## src/include/side_path_map.svh

```systemverilog
`ifndef SIDE_PATH_MAP_SVH
`define SIDE_PATH_MAP_SVH

`define SP_CTRL_OFS 8'hE4
`define SP_SRC_OFS 8'hE5
`define SP_GAIN_OFS 8'hE6
`define SP_LROUTE_OFS 8'hE8
`define SP_RROUTE_OFS 8'hE9
`define SP_CDATA_OFS 8'hEA
`define SP_CIDX_OFS 8'hEB

`define SP_EN_BIT 7
`define SP_MUTE_BIT 6

`define SP_EN_RST 1'h0
`define SP_MUTE_RST 1'h1
`define SP_SRC_RST 2'h0
`define SP_GAIN_RST 5'h1C
`define SP_LMASK_RST 3'h1
`define SP_RMASK_RST 3'h2
`define SP_CDATA_RST 8'h00
`define SP_CIDX_RST 5'h00

`define SP_GAIN_FRAC 12

`endif

```

## src/include/side_path_pkg.sv

```systemverilog
package side_path_pkg;

  typedef logic [7:0] reg_byte_t;
  typedef logic [1:0] src_sel_t;
  typedef logic [4:0] gain_code_t;
  typedef logic [2:0] route_mask_t;
  typedef logic [4:0] coef_idx_t;

endpackage

```

## src/include/side_fifo_if.sv

```systemverilog
interface side_fifo_if #(
  parameter int W = 72
);
  logic wr_valid;
  logic wr_ready;
  logic [W-1:0] wr_data;
  logic rd_valid;
  logic rd_ready;
  logic [W-1:0] rd_data;

  modport store (
    input wr_valid,
    input wr_data,
    input rd_ready,
    output wr_ready,
    output rd_valid,
    output rd_data
  );

  modport user (
    output wr_valid,
    output wr_data,
    output rd_ready,
    input wr_ready,
    input rd_valid,
    input rd_data
  );
endinterface

```

## src/rtl/side_sample_fifo.sv

```systemverilog
module side_sample_fifo
  import side_path_pkg::*;
#(
  parameter int W = 72,
  parameter int DEPTH = 8
)
(
  input wire logic i_clk,
  input wire logic i_arst_n,
  side_fifo_if.store f
);
  localparam int PW = $clog2(DEPTH);

  typedef struct packed {
    logic [DEPTH-1:0][W-1:0] mem;
    logic [PW-1:0] wptr;
    logic [PW-1:0] rptr;
    logic [PW:0] count;
    logic wr_ready;
    logic rd_valid;
  } fifo_state_t;

  fifo_state_t s_ff;
  fifo_state_t nxt_s;
  logic push;
  logic pop;

  assign push = f.wr_valid && s_ff.wr_ready;
  assign pop = f.rd_ready && s_ff.rd_valid;
  assign f.wr_ready = s_ff.wr_ready;
  assign f.rd_valid = s_ff.rd_valid;
  assign f.rd_data = s_ff.mem[s_ff.rptr];

  // Full and empty are held in flops so both ready and valid leave the store registered.
  always_comb
  begin
    nxt_s = s_ff;
    if (push)
    begin
      nxt_s.mem[s_ff.wptr] = f.wr_data;
      nxt_s.wptr = s_ff.wptr + 1'b1;
    end
    if (pop)
    begin
      nxt_s.rptr = s_ff.rptr + 1'b1;
    end
    case ({push, pop})
      2'b10: nxt_s.count = s_ff.count + 1'b1;
      2'b01: nxt_s.count = s_ff.count - 1'b1;
      default: nxt_s.count = s_ff.count;
    endcase
    nxt_s.wr_ready = (nxt_s.count != (PW+1)'(DEPTH));
    nxt_s.rd_valid = (nxt_s.count != '0);
  end

  always_ff @(posedge i_clk or negedge i_arst_n)
  begin
    if (!i_arst_n)
    begin
      s_ff <= '0;
      s_ff.wr_ready <= 1'b1;
    end
    else
    begin
      s_ff <= nxt_s;
    end
  end
endmodule

```

## src/rtl/sidetone_path_control.sv

```systemverilog
`include "side_path_map.svh"

module sidetone_path_control
  import side_path_pkg::*;
#(
  parameter int W = 24,
  parameter int DEPTH = 8
)
(
  input wire logic i_clk,
  input wire logic i_arst_n,
  input wire logic [7:0] i_reg_addr,
  input wire logic [7:0] i_reg_wdata,
  input wire logic i_reg_wr,
  output logic [7:0] o_reg_rdata,
  input wire logic [3:0] i_coef_sel,
  output logic [15:0] o_coef_word,
  input wire logic i_left_out_filter_on,
  input wire logic i_right_out_filter_on,
  input wire logic i_in_valid,
  output logic o_in_ready,
  input wire logic [3:0][W-1:0] i_adc_samples,
  input wire logic [W-1:0] i_filt_left,
  input wire logic [W-1:0] i_filt_right,
  output logic o_out_valid,
  input wire logic i_out_ready,
  output logic [W-1:0] o_left_out_stream,
  output logic [W-1:0] o_right_out_stream
);
  localparam int FW = 3 * W;
  localparam int ACC = W + 8;

  // Linear gain per code in Q12, listed from code 31 down to code 0.
  localparam logic [31:0][15:0] GAIN_Q12 = {
    16'h1ADC, 16'h169A, 16'h1304, 16'h1000, 16'h0D76, 16'h0B54, 16'h0988, 16'h0805,
    16'h06BF, 16'h05AD, 16'h04C7, 16'h0405, 16'h0362, 16'h02D8, 16'h0265, 16'h0204,
    16'h01B2, 16'h016D, 16'h0133, 16'h0102, 16'h00D9, 16'h00B7, 16'h009A, 16'h0082,
    16'h006D, 16'h005C, 16'h004D, 16'h0041, 16'h0037, 16'h002E, 16'h0027, 16'h0021
  };

  typedef struct packed {
    logic en;
    logic mute;
    src_sel_t src;
    gain_code_t gain;
    route_mask_t lmask;
    route_mask_t rmask;
    reg_byte_t cdata;
    coef_idx_t cidx;
    logic [31:0][7:0] coef;
    reg_byte_t rdata;
    logic [15:0] coef_word;
    logic out_valid;
    logic [W-1:0] left;
    logic [W-1:0] right;
  } path_state_t;

  path_state_t s_ff;
  path_state_t nxt_s;

  side_fifo_if #(.W(FW)) fq ();

  side_sample_fifo #(
    .W(FW),
    .DEPTH(DEPTH)
  ) u_fifo (
    .i_clk(i_clk),
    .i_arst_n(i_arst_n),
    .f(fq.store)
  );

  function automatic logic [W-1:0] sat(input logic signed [ACC-1:0] v);
    if (&v[ACC-1:W-1] || ~|v[ACC-1:W-1])
    begin
      return v[W-1:0];
    end
    else if (v[ACC-1])
    begin
      return {1'b1, {(W-1){1'b0}}};
    end
    else
    begin
      return {1'b0, {(W-1){1'b1}}};
    end
  endfunction

  logic [W-1:0] st_raw;
  logic [15:0] gain_lin;
  logic signed [W+16:0] st_prod;
  logic signed [W+4:0] st_shift;
  logic [W-1:0] st_sample;
  logic st_pass;
  logic pop;
  logic [W-1:0] q_st;
  logic [1:0][W-1:0] q_filt;
  logic [1:0][W-1:0] mix;
  logic [1:0] cross_on;
  logic [1:0][2:0] mask;

  // The sidetone is formed on entry so the queue carries finished samples.
  assign st_raw = i_adc_samples[s_ff.src];
  assign gain_lin = GAIN_Q12[s_ff.gain];
  assign st_prod = $signed(st_raw) * $signed({1'b0, gain_lin});
  assign st_shift = st_prod[W+16:`SP_GAIN_FRAC];
  assign st_pass = s_ff.en && !s_ff.mute;
  assign st_sample = st_pass ? sat(ACC'(st_shift)) : '0;

  assign fq.wr_valid = i_in_valid;
  assign fq.wr_data = {st_sample, i_filt_left, i_filt_right};
  assign o_in_ready = fq.wr_ready;

  assign pop = fq.rd_valid && (!s_ff.out_valid || i_out_ready);
  assign fq.rd_ready = pop;
  assign q_st = fq.rd_data[FW-1:2*W];
  assign q_filt[0] = fq.rd_data[2*W-1:W];
  assign q_filt[1] = fq.rd_data[W-1:0];
  assign mask[0] = s_ff.lmask;
  assign mask[1] = s_ff.rmask;
  assign cross_on[0] = i_left_out_filter_on;
  assign cross_on[1] = i_right_out_filter_on;

  // Stream 0 is left and 1 is right; the other side's filter needs that stream's enable.
  for (genvar g = 0; g < 2; g++)
  begin : g_mix
    logic signed [ACC-1:0] sum;
    always_comb
    begin
      sum = '0;
      if (mask[g][0] && (g == 0 || cross_on[g]))
      begin
        sum = sum + ACC'($signed(q_filt[0]));
      end
      if (mask[g][1] && (g == 1 || cross_on[g]))
      begin
        sum = sum + ACC'($signed(q_filt[1]));
      end
      if (mask[g][2])
      begin
        sum = sum + ACC'($signed(q_st));
      end
      mix[g] = sat(sum);
    end
  end

  always_comb
  begin
    nxt_s = s_ff;
    if (i_reg_wr)
    begin
      case (i_reg_addr)
        `SP_CTRL_OFS:
        begin
          nxt_s.en = i_reg_wdata[`SP_EN_BIT];
          nxt_s.mute = i_reg_wdata[`SP_MUTE_BIT];
        end
        `SP_SRC_OFS: nxt_s.src = i_reg_wdata[1:0];
        `SP_GAIN_OFS: nxt_s.gain = i_reg_wdata[4:0];
        `SP_LROUTE_OFS: nxt_s.lmask = i_reg_wdata[2:0];
        `SP_RROUTE_OFS: nxt_s.rmask = i_reg_wdata[2:0];
        `SP_CDATA_OFS: nxt_s.cdata = i_reg_wdata;
        `SP_CIDX_OFS:
        begin
          nxt_s.cidx = i_reg_wdata[4:0];
          nxt_s.coef[i_reg_wdata[4:0]] = s_ff.cdata;
        end
        default: nxt_s.cidx = s_ff.cidx;
      endcase
    end
    case (i_reg_addr)
      `SP_CTRL_OFS: nxt_s.rdata = {s_ff.en, s_ff.mute, 6'h00};
      `SP_SRC_OFS: nxt_s.rdata = {6'h00, s_ff.src};
      `SP_GAIN_OFS: nxt_s.rdata = {3'h0, s_ff.gain};
      `SP_LROUTE_OFS: nxt_s.rdata = {5'h00, s_ff.lmask};
      `SP_RROUTE_OFS: nxt_s.rdata = {5'h00, s_ff.rmask};
      `SP_CDATA_OFS: nxt_s.rdata = s_ff.cdata;
      `SP_CIDX_OFS: nxt_s.rdata = {3'h0, s_ff.cidx};
      default: nxt_s.rdata = 8'h00;
    endcase
    // Coefficient k is the byte pair at indices 2k and 2k+1.
    nxt_s.coef_word = {s_ff.coef[{i_coef_sel, 1'b1}], s_ff.coef[{i_coef_sel, 1'b0}]};
    if (pop)
    begin
      nxt_s.out_valid = 1'b1;
      nxt_s.left = mix[0];
      nxt_s.right = mix[1];
    end
    else if (i_out_ready)
    begin
      nxt_s.out_valid = 1'b0;
    end
  end

  always_ff @(posedge i_clk or negedge i_arst_n)
  begin
    if (!i_arst_n)
    begin
      s_ff <= '0;
      s_ff.en <= `SP_EN_RST;
      s_ff.mute <= `SP_MUTE_RST;
      s_ff.src <= `SP_SRC_RST;
      s_ff.gain <= `SP_GAIN_RST;
      s_ff.lmask <= `SP_LMASK_RST;
      s_ff.rmask <= `SP_RMASK_RST;
      s_ff.cdata <= `SP_CDATA_RST;
      s_ff.cidx <= `SP_CIDX_RST;
    end
    else
    begin
      s_ff <= nxt_s;
    end
  end

  assign o_reg_rdata = s_ff.rdata;
  assign o_coef_word = s_ff.coef_word;
  assign o_out_valid = s_ff.out_valid;
  assign o_left_out_stream = s_ff.left;
  assign o_right_out_stream = s_ff.right;
endmodule

```

## config.mk

```make
export PLATFORM = sky130hd
export DESIGN_NAME = sidetone_path_control
export DESIGN_NICKNAME = d
export VERILOG_FILES = /design/src/include/side_path_pkg.sv /design/src/include/side_fifo_if.sv /design/src/rtl/side_sample_fifo.sv /design/src/rtl/sidetone_path_control.sv
export VERILOG_INCLUDE_DIRS = /design/src /design/src/include
export SDC_FILE = /design/constraint.sdc
export NUM_CORES = 2
export LEC_CHECK = 0
export BUFFER_PORTS_ARGS = -buffer_cell sky130_fd_sc_hd__buf_2
export CAP_MARGIN = 10
export CORE_ASPECT_RATIO = 0.8
export CORE_MARGIN = 4
export CORE_UTILIZATION = 40
export DETAILED_ROUTE_END_ITERATION = 6
export PLACE_DENSITY = 0.68
export SLEW_MARGIN = 25
export SYNTH_ARGS = -nofsm -noshare
export SYNTH_HDL_FRONTEND = slang
export SYNTH_SLANG_ARGS = --single-unit
```

## constraint.sdc

```tcl
create_clock -name i_clk -period 9.51 [get_ports i_clk]
set_clock_uncertainty 0.1 [all_clocks]
set_input_delay 0 -clock i_clk [delete_from_list [all_inputs] [get_ports i_clk]]
set_output_delay 0 -clock i_clk [all_outputs]
set_load 0.01 [all_outputs]
```

# Word-level counts from Yosys, hierarchy flattened
# Memory sizes are Yosys's and may differ from the RTL's.
# Cells that the tools add are included.
# word_totals
in_bits	171
ff_bits	945
rom_bits	512
word_cells	151
n_memories	1
output_inout_bits	74
# memory_table
memory	depth	word_bits	read_ports	rd_clocked_by_memory_dff	wr	line_no	source
(name not given)	32	16	1	0	0	sidetone_path_control.sv:102	assign gain_lin = GAIN_Q12[s_ff.gain];
# classes
reduce_logical	32
n_mul	1
eq_ne	10
n_lt_le_gt_ge	9
n_addsub	8
mux	32
# ops
operator	n
576-bit bitwise mux	1
256-bit bitwise mux	1
72-bit binary-select mux with 3-bit select	1
72-bit demux with 3-bit select	1
24-bit 2-to-1 mux	8
32-bit 2-to-1 mux	6
72-bit 2-to-1 mux	2
32-bit by 24-bit adder with 32-bit output	4
8-bit binary-select mux with 4-bit select	2
8-bit == test (second input constant)	7
8-bit one-hot mux with 7 select lines	1
24-bit binary-select mux with 2-bit select	1
24-bit by 17-bit multiplier with 41-bit output	1
8-bit demux with 5-bit select	1
5-bit by 6-bit < comparator with 1-bit output (second input constant)	4
8-bit 2-to-1 mux	3
9-bit AND reduction	2
9-bit OR reduction	2
16-bit 2-to-1 mux	1
2-bit AND reduction	7
1-bit logical AND	8
3-bit by 4-bit < comparator with 1-bit output (second input constant)	2
4-bit one-hot mux with 2 select lines	1
3-bit by 1-bit adder with 3-bit output (second input constant)	2
15 further kinds	23

# Depth between registers and ports, before layout
# logic_depth
depth_word	11
mapped_depth	34
mapped_depth_nobuf	31

# Hierarchy
# Synthesis repeated with hierarchy kept, for this count alone.
# hier_totals
cells_unflattened	5393
area_unflattened_um2	63374.5
# by_module_without_submodules
mod	area_per_inst_um2	seq_area_each_um2	n_inst	cells_per_inst
sidetone_path_control	37252.0	8941.1	1	3860
side_sample_fifo	26122.6	14715.4	1	1533

# Least setup slack after synthesis
# OpenSTA, ideal clock, no wires.
# synth_timing
kind	register -> register
startpoint	register s_ff[351] (netlist name)
endpoint	register u_fifo.s_ff[145] (netlist name)
required_time_ns	9.333
path_slack_ns	1.188
t_arrival_ns	8.145
synth_period_minus_slack_ns	8.322
path_stages_with_launch	29
cell_sequence	dfstp_2 -> clkbuf_1 -> clkbuf_1 -> clkbuf_1 -> a21oi_1 -> o21a_1 -> nand2_1 -> inv_1 -> fa_1 -> inv_1 -> fa_1 -> inv_1 -> fa_1 -> fa_1 -> fa_1 -> fa_1 -> ha_1 -> clkbuf_1 -> a21oi_1 -> o2111ai_1 -> and3b_1 -> a211oi_1 -> or4b_2 -> o21ai_1 -> o211ai_1 -> o22ai_2 -> buf_4 -> o21ai_2 -> o21ai_1
# synth_via
elab_chain_len	9
elab_cells_between_ends	11
cone_classes	1 x mul; 5 x mux; 4 x reduce/logical; 1 x memory
# synth_lines
element	line_no	source
start, declared	sidetone_path_control.sv:58	path_state_t s_ff;
start signal, assigned	sidetone_path_control.sv:209	s_ff <= nxt_s;
memory 32 x 16 bit *	-	
16-bit 2-to-1 mux (implied by the code) *	sidetone_path_control.sv:102	
24-bit by 17-bit multiplier with 41-bit output *	sidetone_path_control.sv:103	assign st_prod = $signed(st_raw) * $signed({1'b0, gain_lin});
6-bit OR reduction	sidetone_path_control.sv:73	if (&v[ACC-1:W-1] || ~|v[ACC-1:W-1])
1-bit logical NOT	sidetone_path_control.sv:73	
1-bit logical OR	sidetone_path_control.sv:73	
24-bit 2-to-1 mux *	sidetone_path_control.sv:73	
24-bit 2-to-1 mux *	sidetone_path_control.sv:106	assign st_sample = st_pass ? sat(ACC'(st_shift)) : '0;
576-bit bitwise mux *	side_sample_fifo.sv:40	nxt_s.mem[s_ff.wptr] = f.wr_data;
end signal, assigned	side_sample_fifo.sv:65	s_ff <= nxt_s;
end, declared	side_sample_fifo.sv:23	fifo_state_t s_ff;
# Every way passes the cells marked *; elsewhere a longest branch is shown, timed or not. The select of a mux whose other input is x is not followed.
# A chain may end at the register's enable or synchronous reset.

# Worst setup path in the final report
# layout_timing
startpoint	register s_ff[352] (netlist name)
endpoint	register u_fifo.s_ff[442] (netlist name)
# Same word-level chain as after synthesis.

==> results by stage <==
Floorplan:
- The floorplan has 129 rows.
- The initial cell density of the core is 40.4%.
- The die covers 0.163 mm².
- The vertical die dimension is 362 µm.
- The horizontal extent of the die is 451 µm.
- The placeable core region is 0.155 mm².
- The boundary pin count is 245.

Global routing:
- The total grt overflow is 0.
- The wire length of the first global-routing pass is 285000 µm.
- The largest net degree at the start of global routing is 161.
- The global routing usage summed across all routing layers is 22.2%.
- The initial antenna violation count is 7.
- The via count of the first global-routing pass came to 47500.

Timing:
- The time the final worst path needs with I/O delays and setup is 9.02 ns.
- Setup repair after global routing left no endpoint under its margin.
- At the pin with the least slew margin, the transition time is 1.04 ns.
- The timing-limited maximum frequency is 111 MHz.
- The number of max-slew violations in the final report is 0.
- Setup total negative slack on the finished layout was measured at 0 ns.
- Setup violations remaining at the end of the flow were counted as 0.
- The worst pin sits at a relative slew slack of 30.5%.
- Dividing the final minimum period by the clock period gives 94.8%.
- The hold violation total from the final report was 0.

Finish:
- The fraction of final layout cells sized beyond drive strength 1 is 21.5%.
- The area growth from synthesis to layout is 11.5%.
- The net total in the final layout is 6940.

Drt:
- The violation count after the first detailed-routing iteration is 4357.
- Once detail routing completed, the nets flagged for antenna violations numbered 0.
- The post-detailed-routing wire length is 183000 µm.
- Dividing the detail-routed via count by the number of cells gives 5.56.
- The first TritonRoute pass finished after 6 iterations.
- The count of vias placed by the detailed router is 46800.
- The post-route DRC violation count is 0.
- The routed wire length per instance is 21.8 µm.

Clock tree:
- CTS placed an instance of sky130_fd_sc_hd__clkbuf_16 at the clock tree root.
- The CTS sink count is 945.
- After clock tree synthesis, the clock-pin slew on the worst setup and hold paths is 0.06 ns.
- The later pin in the worst-skew pair is clocked with a latency of 0.75 ns.
- The count of H-tree levels built during CTS is 3.
- The clock tree from TritonCTS is yes.
- The number of buffers between clock root and the deepest sink is 3.
- In this run, CTS created clock tree buffers numbering 91.

Yosys:
- Counting every net in the synthesized netlist gives 6819.
- Counting flops with an async set or reset pin after synthesis yields a share of 100%.
- The area fraction of the dominant cell type after synthesis is 37.4%.
- The count of warnings emitted by yosys is 0.
- The most frequently used cell type in the post-synthesis netlist is sky130_fd_sc_hd__nand2_1.
- The cell type with the largest total area after synthesis is sky130_fd_sc_hd__dfrtp_1.
- Ranked by instance count, the synthesized netlist is headed by sky130_fd_sc_hd__nand2_1, sky130_fd_sc_hd__dfrtp_1, sky130_fd_sc_hd__mux2_2.
- The mean area per synthesized cell is 10.3 µm².
- The share of the Yosys chip area taken by registers is 37.7%.
- The mapped cell area is 0.0628 mm².
- The register bit count reported by yosys is 945.
- The cell count after synthesis came out at 6106.
- The most frequently used flop master after synthesis is sky130_fd_sc_hd__dfrtp_1.
- Counting distinct cell types in the post-synthesis netlist gives 95.
- By area the synthesized netlist is led by sky130_fd_sc_hd__dfrtp_1, sky130_fd_sc_hd__fa_1, sky130_fd_sc_hd__mux2_2, sky130_fd_sc_hd__mux4_2, sky130_fd_sc_hd__nand2_1.
- Yosys mapped a number of flops with a built-in enable equal to 0.

Worst setup path:
- Along the worst path, the maximum fanout reaches 25.
- STA puts the critical path data arrival time at 9.53 ns.
- The required time reported for the critical path endpoint is 10.02 ns.
- The largest individual stage delay along the critical path comes from the cell sky130_fd_sc_hd__dfstp_2.
- STA classifies the critical path endpoint as a register.
- Counting stages on the worst path, the most repeated cell is sky130_fd_sc_hd__fa_1.
- The peak per-stage delay on the critical path is 0.82 ns.
- The critical setup path kind is reg2reg.
- STA classifies the critical path startpoint as a register.

Placement:
- Detailed placement finished with a half-perimeter wire length of 129000 µm.
- The routability congestion estimate is 0.955.
- The number of input and output port buffers inserted is 244.

Min path:
- The path class of the tightest hold or removal check is in2reg.

Pwr:
- The largest voltage drop on the vdd net is 209 µV.
- The power per cell area is 261 mW/mm².
- Summed over all cells, the static leakage comes to 33.2 nW.
- The design draws 18.3 mW.

Flow run:
- The number of max-capacitance violations reported is 0.

Status:
- The run finished with clean final reports.
-- worst paths after layout --
check	slack (ns)	depth (start not counted)	end	startpoint
worst max-delay path	0.49	28	u_fifo.s_ff[442]	s_ff[352]
worst min-delay path	0.04	4	u_fifo.s_ff[329]	i_filt_left[5]
worst max register to register	0.49	28	u_fifo.s_ff[442]	s_ff[352]
worst min register to register	0.37	1	o_out_valid	u_fifo.f.rd_valid
max in group asynchronous	7.23	5	o_out_valid	i_arst_n
min in group asynchronous	0.42	4	o_left_out_stream[14]	i_arst_n
-- final cells by class --
type | instances | area [µm²]
diodes | 2 | 5.00
flip-flops and latches | 945 | 23700
repair buffers | 441 | 3020
fillers | 14300 | 85300
clock inverters | 36 | 627
well taps | 2096 | 2620
inverters | 453 | 1700
multi-input cells | 4295 | 35700
clock buffers | 134 | 2650
-- metal layers --
metal / share of wire, % / vias up / track usage (%)
li1: - / 21000 / -
met1: 44 / 23700 / 31.8
met2: 45 / 1739 / 34.7
met3: 7.5 / 268 / 4.01
met4: 2.9 / 2 / 6.24
met5: 0.0038 / - / 0
-- sequential cells by signal, summed over array words and instances, names as in the netlist --
signal and count:
o_left_out_stream 24, mask 6, o_out_valid 1, o_right_out_stream 24, u_fifo.s_ff 586, o_reg_rdata 8
o_coef_word 16, u_fifo.f.rd_valid 1, u_fifo.f.wr_ready 1, s_ff 278
-- kinds of logic (layout without fill, tap and decap cells) --
group / Yosys count / after routing / share of synthesized area (%)
adders and majority gates: 542 / 542 / 14.4
and+or+nand+nor: 1909 / 1909 / 12.7
other: 0 / 2 / 0
xor gates and xnor gates: 123 / 123 / 1.73
buffers and inverters: 866 / 1064 / 5.66
AOI/OAI and AO/OA: 898 / 898 / 8.98
muxes: 823 / 823 / 18.8
DFF: 945 / 945 / 37.7
-- report_power, final --
| part | total (mW) | switching, mW | internal, mW |
|---|---|---|---|
| clock network | 3.90 | 1.67 | 2.24 |
| registers | 5.76 | 0.664 | 5.10 |
| logic | 8.60 | 5.20 | 3.40 |
| total | 18.3 | 7.53 | 10.7 |
-- timing repair --
item	in CTS	in global routing
setup endpoints to repair	0	8
setup buffers	0	0
hold buffers	98	0
endpoints found under the hold margin	684	0
resized for setup	0	2
-- worst max-delay path: cells and delay by family, from the launching register on --
family | cells | cell delay (ns)
AO/OA/AOI/OAI | 11 | 2.37
adder cells (fa/ha/maj) | 7 | 3.31
buffers and inverters | 7 | 1.33
flip-flops | 1 | 0.82
AND/OR/NAND/NOR | 3 | 0.94
-- layout by cell type (no fill, tap or decap), drive strengths merged, types with 30 or more instances in the layout --
cell / instances
clkbuf: 134
o211ai: 45
o21a: 36
mux4: 230
mux2i: 58
xor2: 48
dlygate4sd3: 97
inv: 452
o21ai: 335
nor2: 294
nor3: 34
nand2b: 30
nand2: 1283
a21o: 52
buf: 344
nand3: 52
fa: 301
a211oi: 39
ha: 241
xnor2: 75
mux2: 535
a21oi: 225
dfrtp: 938
nor2b: 60
-- stage by stage --
step                      cells  hold WS (ns)  utilization [%]  setup WS [ns]  area [µm²]
after global routing       8401        0.0277             45.1         0.0761       70000
after global placement     8132       -0.0810             42.3          0.767       65700
after CTS                  8400      0.000194             45.1          0.502       70000
final                      8402        0.0404             45.1          0.490       70000
after detailed placement   8132       -0.0794             42.3          0.593       65700
after floorplan            6106        -0.396                -           1.19       62800
No activity file was read; power rests on OpenSTA's default activity.
